### config.mk
export PLATFORM = sky130hd
export DESIGN_NAME = msp_serial_port
export DESIGN_NICKNAME = d
export VERILOG_FILES = /design/src/msp_serial_port.v
export VERILOG_INCLUDE_DIRS = /design/src /design/src/src
export SDC_FILE = /design/constraint.sdc
export NUM_CORES = 1
export LEC_CHECK = 0
export BUFFER_PORTS_ARGS = -buffer_cell sky130_fd_sc_hd__buf_2
export CORE_MARGIN = 2
export CORE_UTILIZATION = 55
export CTS_BUF_LIST = sky130_fd_sc_hd__clkbuf_16
export DETAILED_ROUTE_END_ITERATION = 7
export HOLD_SLACK_MARGIN = 0.15
export PLACE_DENSITY = 0.77
export SYNTH_ARGS = -nofsm -noshare
export SYNTH_HDL_FRONTEND = slang
export SYNTH_SLANG_ARGS = --single-unit
### constraint.sdc
create_clock -name sys_clk_i -period 4.2 [get_ports sys_clk_i]
set_input_delay 0.21 -clock sys_clk_i [delete_from_list [all_inputs] [get_ports sys_clk_i]]
set_output_delay 0.21 -clock sys_clk_i [all_outputs]
set_load 0.01 [all_outputs]
### src/msp_consts.vh
// Purpose: Shared constants of the meter serial port
// Assumes: Included by bare name from the design file
// Notes:   Definitions only
`ifndef MSP_CONSTS_VH
`define MSP_CONSTS_VH
// Waveform sample width and byte width
`define MSP_SAMPLE_W    24
`define MSP_BYTE_W      8
// Sample buffer depth and its address width; pointers carry one bit more
`define MSP_FIFO_DEPTH  32
`define MSP_FIFO_AW     5
// Bit counter reset value and end-of-byte count
`define MSP_CNT_RST     5'h00
`define MSP_RX_LAST     3'h7
// Rising edges that launch one sample, bits of one sample
`define MSP_TX_BITS     5'h18
// Highest waveform sample rate, samples per second
`define MSP_MAX_SPS     26000
// Own clock rate in hertz
`define MSP_CLK_HZ      25000000
// Least own-clock cycles between two samples at the highest rate
`define MSP_SAMPLE_CYC  (`MSP_CLK_HZ / `MSP_MAX_SPS)
`endif

### src/msp_serial_port.v
// Purpose: Slave serial port with waveform sample stream and request line
// Assumes: Host makes the serial clock; pins sampled on sys_clk_i
// Notes:   Serial clock must stay well below a quarter of sys_clk_i
`timescale 1ns/1ps
`include "msp_consts.vh"

// Sample buffer, first word first out
module msp_fifo #(
   parameter WIDTH = `MSP_SAMPLE_W,
   parameter DEPTH = `MSP_FIFO_DEPTH,
   parameter AW    = `MSP_FIFO_AW
) (
   input  wire             clk_i,      // Own clock
   input  wire             rst_n_i,    // Sync reset, active low
   input  wire [WIDTH-1:0] in_data_i,  // Word to store
   input  wire             in_valid_i, // Word offered
   output wire             in_ready_o, // Room left
   output wire [WIDTH-1:0] out_data_o, // Oldest word
   output wire             out_valid_o,// Word held
   input  wire             out_ready_i // Take oldest word
);
   reg [WIDTH-1:0] mem [0:DEPTH-1];    // Word storage
   reg [AW:0]      wr_ptr;             // Write pointer, wrap bit on top
   reg [AW:0]      rd_ptr;             // Read pointer, wrap bit on top
   // One spare pointer bit tells full from empty
   wire full  = (wr_ptr[AW] != rd_ptr[AW]) &&
                (wr_ptr[AW-1:0] == rd_ptr[AW-1:0]);
   wire empty = (wr_ptr == rd_ptr);
   wire push  = in_valid_i & ~full;
   wire pop   = out_ready_i & ~empty;

   assign in_ready_o  = ~full;
   assign out_valid_o = ~empty;
   assign out_data_o  = mem[rd_ptr[AW-1:0]];

   // Storage write, no reset needed
   always @(posedge clk_i) begin
      if (push) begin
         mem[wr_ptr[AW-1:0]] <= in_data_i;
      end
   end

   // Pointer update
   always @(posedge clk_i) begin
      if (!rst_n_i) begin
         wr_ptr <= {(AW+1){1'b0}};
         rd_ptr <= {(AW+1){1'b0}};
      end else begin
         if (push) begin
            wr_ptr <= wr_ptr + 1'b1;
         end
         if (pop) begin
            rd_ptr <= rd_ptr + 1'b1;
         end
      end
   end
endmodule // msp_fifo

// Function
// - Transfers only while chip select low
// - Input bits captured on serial clock fall
// - Output bits launched on serial clock rise
// - Data output released unless sending samples
// - Host serial clock times every transfer
// - Request line only pulled low, never high
// - Maskable energy and sample interrupt sources
// - Sample request, 24 bits, MSB byte first
module msp_serial_port (
   input  wire                     sys_clk_i,       // Own clock, 25 MHz
   input  wire                     rst_n_i,         // Sync reset, active low
   input  wire                     cs_n_i,          // Chip select pin
   input  wire                     sclk_i,          // Serial clock pin
   input  wire                     din_i,           // Serial data in pin
   output wire                     dout_o,          // Serial data out
   output wire                     dout_oe_o,       // Drive enable of data out
   output wire                     irq_n_o,         // Request line level
   output wire                     irq_n_oe_o,      // Pull request line low
   input  wire [`MSP_SAMPLE_W-1:0] sample_i,        // New waveform sample
   input  wire                     sample_valid_i,  // Sample offered
   output wire                     sample_ready_o,  // Buffer has room
   input  wire                     sample_ready_mask_i, // Sample irq enable
   input  wire                     active_half_i,   // Active energy half
   input  wire                     active_mask_i,   // Its irq enable
   input  wire                     apparent_half_i, // Apparent energy half
   input  wire                     apparent_mask_i, // Its irq enable
   input  wire                     irq_clear_i,     // Clear energy flags
   output reg  [`MSP_BYTE_W-1:0]   rx_byte_o,       // Received byte
   output reg                      rx_valid_o,      // Received byte pulse
   output reg                      active_flag_o,   // Active flag pending
   output reg                      apparent_flag_o  // Apparent flag pending
);
   reg [2:0] sync1;                    // First stage, read only by sync2
   reg [2:0] sync2;                    // Second stage: din, cs, sclk
   reg       sclk_prev;                // Serial clock one cycle ago
   reg       cs_prev;                  // Chip select one cycle ago
   wire sclk_s = sync2[0];
   wire cs_n_s = sync2[1];
   wire din_s  = sync2[2];
   // Edges count only while selected
   wire sclk_fall = sclk_prev & ~sclk_s & ~cs_n_s;
   wire sclk_rise = ~sclk_prev & sclk_s & ~cs_n_s;
   wire cs_fall   = cs_prev & ~cs_n_s;

   reg [`MSP_BYTE_W-2:0]   rx_shift;   // Bits of byte being received
   reg [2:0]               rx_cnt;     // Bits received in this byte
   reg [`MSP_SAMPLE_W-1:0] tx_shift;   // Sample bits left to send
   reg [4:0]               tx_cnt;     // Bits launched so far
   reg                     tx_act;     // Sample being sent
   reg                     dout;       // Data out flip-flop

   wire [`MSP_SAMPLE_W-1:0] buf_data;  // Oldest buffered sample
   wire                     buf_valid; // A sample waits

   // Sample buffer; popped when host opens a frame
   // A frame with nothing buffered keeps data out released
   msp_fifo #(
      .WIDTH (`MSP_SAMPLE_W),
      .DEPTH (`MSP_FIFO_DEPTH),
      .AW    (`MSP_FIFO_AW)
   ) u_fifo (
      .clk_i       (sys_clk_i),
      .rst_n_i     (rst_n_i),
      .in_data_i   (sample_i),
      .in_valid_i  (sample_valid_i),
      .in_ready_o  (sample_ready_o),
      .out_data_o  (buf_data),
      .out_valid_o (buf_valid),
      .out_ready_i (cs_fall)
   );

   // Pin synchronisers and edge history
   // Reset values match idle pins, so no false edge follows reset
   always @(posedge sys_clk_i) begin
      if (!rst_n_i) begin
         sync1     <= 3'h2;
         sync2     <= 3'h2;
         sclk_prev <= 1'b0;
         cs_prev   <= 1'b1;
      end else begin
         sync1     <= {din_i, cs_n_i, sclk_i};
         sync2     <= sync1;
         sclk_prev <= sync2[0];           // Serial clock sampled
         cs_prev   <= sync2[1];
      end
   end

   // Receive path, byte at a time
   // A cut byte leaves stale bits; the count restart hides them
   always @(posedge sys_clk_i) begin
      if (!rst_n_i) begin
         rx_shift   <= 7'h00;
         rx_cnt     <= 3'h0;
         rx_byte_o  <= 8'h00;
         rx_valid_o <= 1'b0;
      end else begin
         rx_valid_o <= 1'b0;
         if (cs_n_s) begin
            rx_cnt <= 3'h0;               // Drop partial byte
         end else if (sclk_fall) begin
            rx_shift <= {rx_shift[5:0], din_s}; // Capture on fall
            rx_cnt   <= rx_cnt + 3'h1;
            if (rx_cnt == `MSP_RX_LAST) begin
               rx_byte_o  <= {rx_shift, din_s};
               rx_valid_o <= 1'b1;
            end
         end
      end
   end

   // Transmit path, one 24-bit sample per frame
   // Rise 25 drops the drive even if the host keeps the frame open
   always @(posedge sys_clk_i) begin
      if (!rst_n_i) begin
         tx_shift <= 24'h000000;
         tx_cnt   <= `MSP_CNT_RST;
         tx_act   <= 1'b0;
         dout     <= 1'b0;
      end else if (cs_n_s) begin
         tx_act <= 1'b0;                  // Frame ended, stop
         tx_cnt <= `MSP_CNT_RST;
      end else if (cs_fall) begin
         tx_shift <= buf_data;            // Whole sample, MSB first
         tx_act   <= buf_valid;
         tx_cnt   <= `MSP_CNT_RST;
         dout     <= 1'b0;
      end else if (sclk_rise && tx_act) begin
         if (tx_cnt == `MSP_TX_BITS) begin
            tx_act <= 1'b0;               // All three bytes sent
         end else begin
            dout     <= tx_shift[`MSP_SAMPLE_W-1]; // Launch on rise
            tx_shift <= {tx_shift[`MSP_SAMPLE_W-2:0], 1'b0};
            tx_cnt   <= tx_cnt + 5'h01;
         end
      end
   end

   // Drive data out only while a sample is sent
   assign dout_o    = dout;
   assign dout_oe_o = tx_act & ~cs_n_s;

   // Energy flags: set wins over clear
   // An event in the clearing cycle is kept, never lost
   always @(posedge sys_clk_i) begin
      if (!rst_n_i) begin
         active_flag_o   <= 1'b0;
         apparent_flag_o <= 1'b0;
      end else begin
         active_flag_o   <= (active_half_i & active_mask_i) |
                            (active_flag_o & ~irq_clear_i);
         apparent_flag_o <= (apparent_half_i & apparent_mask_i) |
                            (apparent_flag_o & ~irq_clear_i);
      end
   end

   // Request: open drain, only ever pulls low
   // Sample source stays on while any sample waits
   assign irq_n_o    = 1'b0;
   assign irq_n_oe_o = active_flag_o | apparent_flag_o |
                       (sample_ready_mask_i & buf_valid);
endmodule // msp_serial_port

After elaboration in Yosys (flattened, before gate mapping). Memories as Yosys holds them, arrays and structs flattened. A register that Yosys moved wholly into a read port is not among the register bits. Index checks and enable logic that the tools add are counted.

Bits in registers: 72. Memory bits (writable): 768. Bits of input ports: 36. Output and inout bits: 16. Memories kept: 1.

$add $sub $neg: 4. Equal/unequal tests: 6. Multiplexer cells: 14. Bitwise logic cells: 26. Reduce and logical (&&, ||, !) cells: 12.

Memory list: u_fifo.mem (words 32, width 24, rd ports 1, clocked after memory_dff 1, wr ports 1, RTL line msp_serial_port.v:22) `reg [WIDTH-1:0] mem [0:DEPTH-1];`.

Operator list (number): 2-to-1 mux 24 bit (3); bitwise AND 1 bit (13); adder 6 x 1 -> 6 bit (second input constant) (2); 2-to-1 mux 5 bit (2); 2-to-1 mux 1 bit (9); NOT 1 bit (9); equality test 6 bit (1); AND reduction 2 bit (3); AND reduction 3 bit (2); OR reduction 3 bit (2); adder 5 x 1 -> 5 bit (second input constant) (1); equality test 5 bit (1); equality test 5 bit (second input constant) (1); OR 1 bit (4); nonzero test 2 bit (2); adder 3 x 1 -> 3 bit (second input constant) (1); equality test 3 bit (second input constant) (1); logical AND 1 bit (2); inequality test 2 x 1 -> 1 bit (second input constant) (1); OR reduction 2 bit (1); inequality test 1 bit (1).

Logic depth before layout (Yosys ltp). Gate-level depths: netlist (run 1).

Depth in word-level cells: 6. Gate-level depth with buffers: 9. Depth with buffers taken out: 7.

By module. A second synthesis (run 1) with hierarchy kept.

Cells, all modules: 2047. Area total of the unflattened synthesis: 33224.4 um2.

By module, submodules not included: msp_fifo (instances 1, cells an instance 1773, area each 30680.7 um2, sequential area each 23402.4 um2); msp_serial_port (instances 1, cells an instance 274, area each 2543.7 um2, sequential area each 1201.2 um2).

Worst setup path before layout (run 1). OpenSTA, ideal clock, no wires.

Path type: flip-flop to flip-flop. From: reg u_fifo.wr_ptr[3]. To: mem u_fifo.mem[29][0] (netlist bit), enable pin. Arrival time: 2.194 ns. Data required time: 3.795 ns. Slack: 1.601 ns. Cell stages (with the launch flop): 7. Cell sequence: dfxtp_1 -> buf_2 -> xnor2_1 -> nand2_1 -> o31a_1 -> nand2_1 -> nor2_1.

Cells in the longest elaborated chain, start to end: 6.

Ends and longest elaborated chain: from (decl) (RTL line msp_serial_port.v:23) `reg [AW:0] wr_ptr;`; from (signal assigned) (RTL line msp_serial_port.v:46) `wr_ptr <= {(AW+1){1'b0}};`; from (signal assigned) (RTL line msp_serial_port.v:50) `wr_ptr <= wr_ptr + 1'b1;`; equality test 5 bit (RTL line msp_serial_port.v:27) `(wr_ptr[AW-1:0] == rd_ptr[AW-1:0]);`; logical AND 1 bit (RTL line msp_serial_port.v:26) `wire full = (wr_ptr[AW] != rd_ptr[AW]) &&`; NOT 1 bit (RTL line msp_serial_port.v:29) `wire push = in_valid_i & ~full;`; bitwise AND 1 bit (RTL line msp_serial_port.v:29); 2-to-1 mux 1 bit (RTL line msp_serial_port.v:38) `if (push) begin`; 2-to-1 mux 1 bit (not written as such) (RTL line msp_serial_port.v:39) `mem[wr_ptr[AW-1:0]] <= in_data_i;`; to (decl) (RTL line msp_serial_port.v:22).

Several ways; a longest one is shown, not always the timed one.

==> results of run 1 <==
state kept, by name, summed over array words and instances, names as in the netlist, named ones only:
name / flops
rx_shift: 7
active_flag_o: 1
cs_prev: 1
rx_byte_o: 8
tx_cnt: 5
sync2: 3
rx_cnt: 3
sclk_prev: 1
dout_o: 1
u_fifo.rd_ptr: 6
u_fifo.mem: 768
tx_act: 1
u_fifo.wr_ptr: 6
rx_valid_o: 1
sync1: 3
apparent_flag_o: 1
tx_shift: 24
power breakdown:
| part | internal (W) | switching [W] |
|---|---|---|
| Combinational | 0.000193 | 0.000322 |
| Sequential | 0.00923 | 0.0000389 |
| Clock | 0.00383 | 0.00301 |
| Total | 0.0133 | 0.00337 |
worst register-to-register path: cells and delay by family (launching register included):
kind            cells  cell delay [ps]
flops               1              870
simple gates        2             1130
compound gates      3              910
cells in the final DEF, fill, tap and decap left out, types with 7 or more instances in the layout:
cell / netlist / routed
o21ai_0: 19 / 18
clkbuf_16: 0 / 85
a311o_1: 22 / 22
mux4_2: 170 / 170
nand3_1: 8 / 8
inv_1: 9 / 32
and2_1: 7 / 7
dlygate4sd3_1: 0 / 34
clkinv_2: 0 / 14
clkinv_1: 1 / 15
buf_2: 25 / 50
xnor2_1: 9 / 9
nand2_1: 37 / 37
nor2_1: 76 / 44
xor2_1: 8 / 8
a211oi_1: 10 / 10
edfxtp_1: 768 / 768
a21oi_1: 38 / 38
mux2_2: 19 / 19
buf_4: 12 / 42
nor2_4: 0 / 8
a211o_1: 10 / 10
ha_1: 9 / 9
o22ai_1: 53 / 53
buf_12: 3 / 7
nor2_2: 0 / 24
dfxtp_1: 77 / 72
mux2i_1: 101 / 101
final cells by class:
type / count / area [um^2]
Clock buffer: 85 / 2130
Multi-Input combinational cell: 657 / 7450
Clock inverter: 61 / 354
Tap cell: 773 / 967
Inverter: 11 / 41.3
Sequential cell: 845 / 24600
Timing Repair Buffer: 133 / 1050
Fill cell: 3903 / 22200
kinds of logic after synthesis:
logic type               after synthesis
flip-flops                           845
multiplexers                         293
AO/OA/AOI/OAI                        174
AND/OR/NAND/NOR                      163
buffers and inverters                 98
XOR/XNOR                              17
adder cells (fa/ha/maj)                9
other                                  1
worst paths after layout:
check | startpoint | endpoint | slack, ps | cells after the start
setup / recovery | register | tx_shift[3] | 1090 | 5
hold / removal | sample_i[1] | u_fifo.mem[24][1] | 200 | 1
setup reg to reg | register | tx_shift[3] | 1090 | 5
hold reg to reg | sync1[1] | sync2[1] | 430 | 1
metal layers:
metal | wire length (um) | GRT usage | vias up | part of all wire
met1 | 28500 | 0.336 | 8580 | 0.38
li1 | - | - | 6839 | -
met3 | 7130 | 0.0567 | 150 | 0.095
met5 | 0 | 0 | - | 0
met2 | 36300 | 0.399 | 919 | 0.49
met4 | 2810 | 0.103 | 0 | 0.038
metrics by stage:
step	cell area [um^2]	setup WS (ps)	std cells	hold WS, ps	utilization
finish	36600	1090	2565	195	0.623
global route	36600	1020	2565	189	0.623
CTS	36600	1140	2565	158	0.623
detailed placement	33800	1180	2385	404	0.575
global placement	33800	1250	2385	408	0.575
floorplan	32500	1600	1600	309	-
repair_timing:
item                                   in CTS  in global routing
gates resized for setup                     0                  0
hold buffers                               34                  0
endpoints found under the hold margin     667                  0
==> results.tsv, run 1 <==
metric	value	unit
status	finished, final reports clean	
drt-initial-drc-count	2016	
critPathTopFamily	simple AND/OR/NAND/NOR gates	
ys_seq_area_frac	0.756	
clock_path_buffers	3	
synth_area_leaders	edfxtp_1 71%, mux4_2 12%, dfxtp_1 4.7%, mux2i_1 3.1%, o22ai_1 1.0%	
p_leak	11.5	nW
synthSimpleGateAreaFrac	0.0233	
slew_violations	0	
synth_xor_area_frac	0.00458	
endpoint_kind	register	
cts_max_level	3	
routed_wl	74800	um
grt_pass1_vias	16742	
relSlewSlack	0.0709	
ir_worst_vdd	336	uV
setup_viol	0	
ant_nets	0	
grt-ovfl-total	0	
placementRows	89	
track_usage	0.250	
synth_top_flop_cell	edfxtp_1	
start_kind	register	
synth_warnings	0	
synth_top_area_cell	edfxtp_1	
path_max_fanout	39	
synth-compound-area-share	0.0366	
critPathKind	register to register	
critPathSlowestCell	dfxtp_4	
worstPathRequired	4620	ps
fin_skew	17.4	ps
grt_pass1_wl	109000	um
worstHoldPathType	input port to register	
cpPeakStageDelay	870	ps
vias	16488	
antennaDiodeCount	0	
root_buffer	clkbuf_16	
yosysMostFrequentCell	edfxtp_1	
post_drt_wl_per_cell	29.2	um
antenna_found_initial	0	
synth_fa_ha_area_frac	0.00346	
dieArea	61100	um^2
core_region_area	58800	um^2
synth.avg_cell_area	20.3	um^2
ioPinCount	52	
rsz0062_at_grt	false	
power_density	454	nW/um^2
die_w	247	um
path_cells	nor2b_1, nand2_1, o22ai_1, a311o_1, o22ai_1	
cap_violations	0	
routed_via_density	6.43	
async_flop_share	0	
cts_tree	done	
synth_area	32500	um^2
die_h	247	um
clkLatencyLatePin	620	ps
initial_core_util	0.553	
power	0.0166	W
final_nets	1773	
grt_max_degree	83	
cts_made_buffers	80	
postCtsSetupBuffers	0	
drcViolationCount	0	
finalCritPeriodShare	0.740	
portBuffers	50	
critPathBufInv	0	
tightest_slew	1390	ps
fmax	322	MHz
clkTransAtPathRegs	60	ps
finalHoldViolCount	0	
synth_cells	1600	
synth.distinct_cells	59	
dp_hpwl	41700	um
cts.sinks	845	
cpMostUsedCell	o22ai_1	
synthMuxAreaShare	0.157	
period_minus_slack	3110	ps
synthTopCellsByCount	768 x edfxtp_1, 170 x mux4_2, 101 x mux2i_1	
setup_tns	0	ps
synth_top_family_by_area	multiplexers	
drt_first_pass_iters	5	
gp_congestion	0.823	
area_growth	12.5	%
drive_gt1_frac	0.250	
synth_top_cell_area_share	0.709	
cp.arrival	3530	ps
ys_seq_elements	845	
synth-edff-count	768	
postSynthNetCount	1645	
No activity file was read; power rests on OpenSTA's default activity.
==> inputs of run 2 (changes only) <==
- PLACE_DENSITY: 0.77 -> 0.8
- clock period: 4.2 -> 2.6 ns (I/O delays scaled with it)
==> results.tsv, run 2 (synthesized netlist as in run 1, its figures left out) <==
metric	value	unit
clkTransAtPathRegs	60	ps
start_kind	register	
grt_use_met3	0.0509	
period_minus_slack	2530	ps
fmax	395	MHz
antenna_found_initial	1	
drcViolationCount	0	
clock_path_buffers	3	
postCtsSetupBuffers	0	
relSlewSlack	0.481	
initial_core_util	0.553	
cts_max_level	3	
track_usage	0.253	
status	finished, final reports clean	
area_growth	14.5	%
cap_violations	0	
grt-ovfl-total	0	
place_ws	112	ps
path_max_fanout	9	
worstHoldPathType	input port to register	
busiest_layer	met2	
drt-initial-drc-count	2049	
die_h	247	um
routed_via_density	6.46	
final_nets	1817	
p_leak	11.8	nW
fillers	3774	
endpoint_kind	register	
ff_latch_area	24600	um^2
path_cells	buf_12, mux4_2, mux2i_1, nor2_1, a2111oi_1, o22ai_1	
grt_use_met1	0.341	
critPathKind	register to register	
ioPinCount	52	
clkLatencyLatePin	630	ps
setup_viol	0	
placementRows	89	
cp.arrival	3010	ps
grt_pass1_vias	17270	
ant_nets	0	
rsz0062_at_grt	false	
worstPathRequired	3080	ps
tightest_slew	771	ps
dp_hpwl	42600	um
core_region_area	58800	um^2
power_density	734	nW/um^2
cts.sinks	845	
drive_gt1_frac	0.272	
antennaDiodeCount	0	
ir_worst_vdd	570	uV
power	0.0274	W
layout_commonest_cell	edfxtp_1	
cpPeakStageDelay	660	ps
fin_skew	25.0	ps
routed_wl	75200	um
cts_tree	done	
cts_made_buffers	81	
final_cell_mix	768 x edfxtp_1, 170 x mux4_2, 101 x mux2i_1	
grt_pass1_wl	112000	um
slew_violations	0	
die_w	247	um
worst_slack	71.0	ps
utilization	0.634	
setup_tns	0	ps
use_met2	0.411	
portBuffers	50	
dieArea	61100	um^2
post_drt_wl_per_cell	28.8	um
drt_first_pass_iters	5	
largest_reg_flops	768	
finalCritPeriodShare	0.973	
multi_input_area	7420	um^2
finalHoldViolCount	0	
root_buffer	clkbuf_16	
vias	16849	
grt_max_degree	51	
critPathSlowestCell	a2111oi_1	
gp_congestion	0.862	
[run 2: cell types whose count changed in the layout (fill, tap and decap cells not counted), moves of 2 or more]
cell,change
dlygate4sd3_1,+2
nor2_4,-7
clkinv_8,+2
bufinv_16,+3
inv_6,-2
buf_12,+19
clkinv_2,+3
clkinvlp_4,+3
nor2_2,+7
inv_1,-9
buf_4,+22
[run 2: power by group]
part / total, W / switching, W / internal (W)
Sequential: 0.0150 / 0.0000506 / 0.0149
Clock: 0.0115 / 0.00498 / 0.00654
Combinational: 0.000897 / 0.000558 / 0.000339
Total: 0.0274 / 0.00559 / 0.0218
[run 2: per-stage QoR]
stage | cell area, um^2 | hold slack (ps) | instances
floorplan | 32500 | 229 | 1600
global placement | 34300 | 316 | 2426
detailed placement | 34300 | 327 | 2426
CTS | 37300 | 328 | 2609
global route | 37300 | 372 | 2609
finish | 37300 | 358 | 2609
[run 2: cell type report]
type / count / share of cell area
Tap cell: 773 / 0.0259
Clock buffer: 85 / 0.0571
Multi-Input combinational cell: 657 / 0.199
Sequential cell: 845 / 0.660
Clock inverter: 62 / 0.0132
Inverter: 11 / 0.00111
Timing Repair Buffer: 176 / 0.0432
[run 2: worst max-delay path: cells and delay by family, from the launching register on]
family | cells | cell delay [ps]
AOI/OAI and AO/OA | 2 | 820
buffers and inverters | 1 | 180
DFF | 1 | 520
muxes | 2 | 770
and+or+nand+nor | 1 | 80
[run 2: what timing repair did]
action / in CTS / in global routing
hold endpoints to repair: 795 / 0
hold buffers: 36 / 0
setup endpoints to repair: 0 / 15
gates resized for setup: 0 / 2
[run 2: per-layer routing]
metal  up-vias  wire length, um
li1       6935                -
met3       190             6530
met4         2             2880
met2      1017            37000
met1      8705            28800
met5         -                7
[run 2: path summary, 6_finish.rpt]
| path | from | slack (ps) | cells after the start | endpoint |
|---|---|---|---|---|
| max | register | 70 | 6 | tx_shift[21] |
| min | apparent_half_i | 360 | 4 | apparent_flag_o |
| max reg2reg | register | 70 | 6 | tx_shift[21] |
| min reg2reg | sync1[0] | 440 | 1 | sync2[0] |
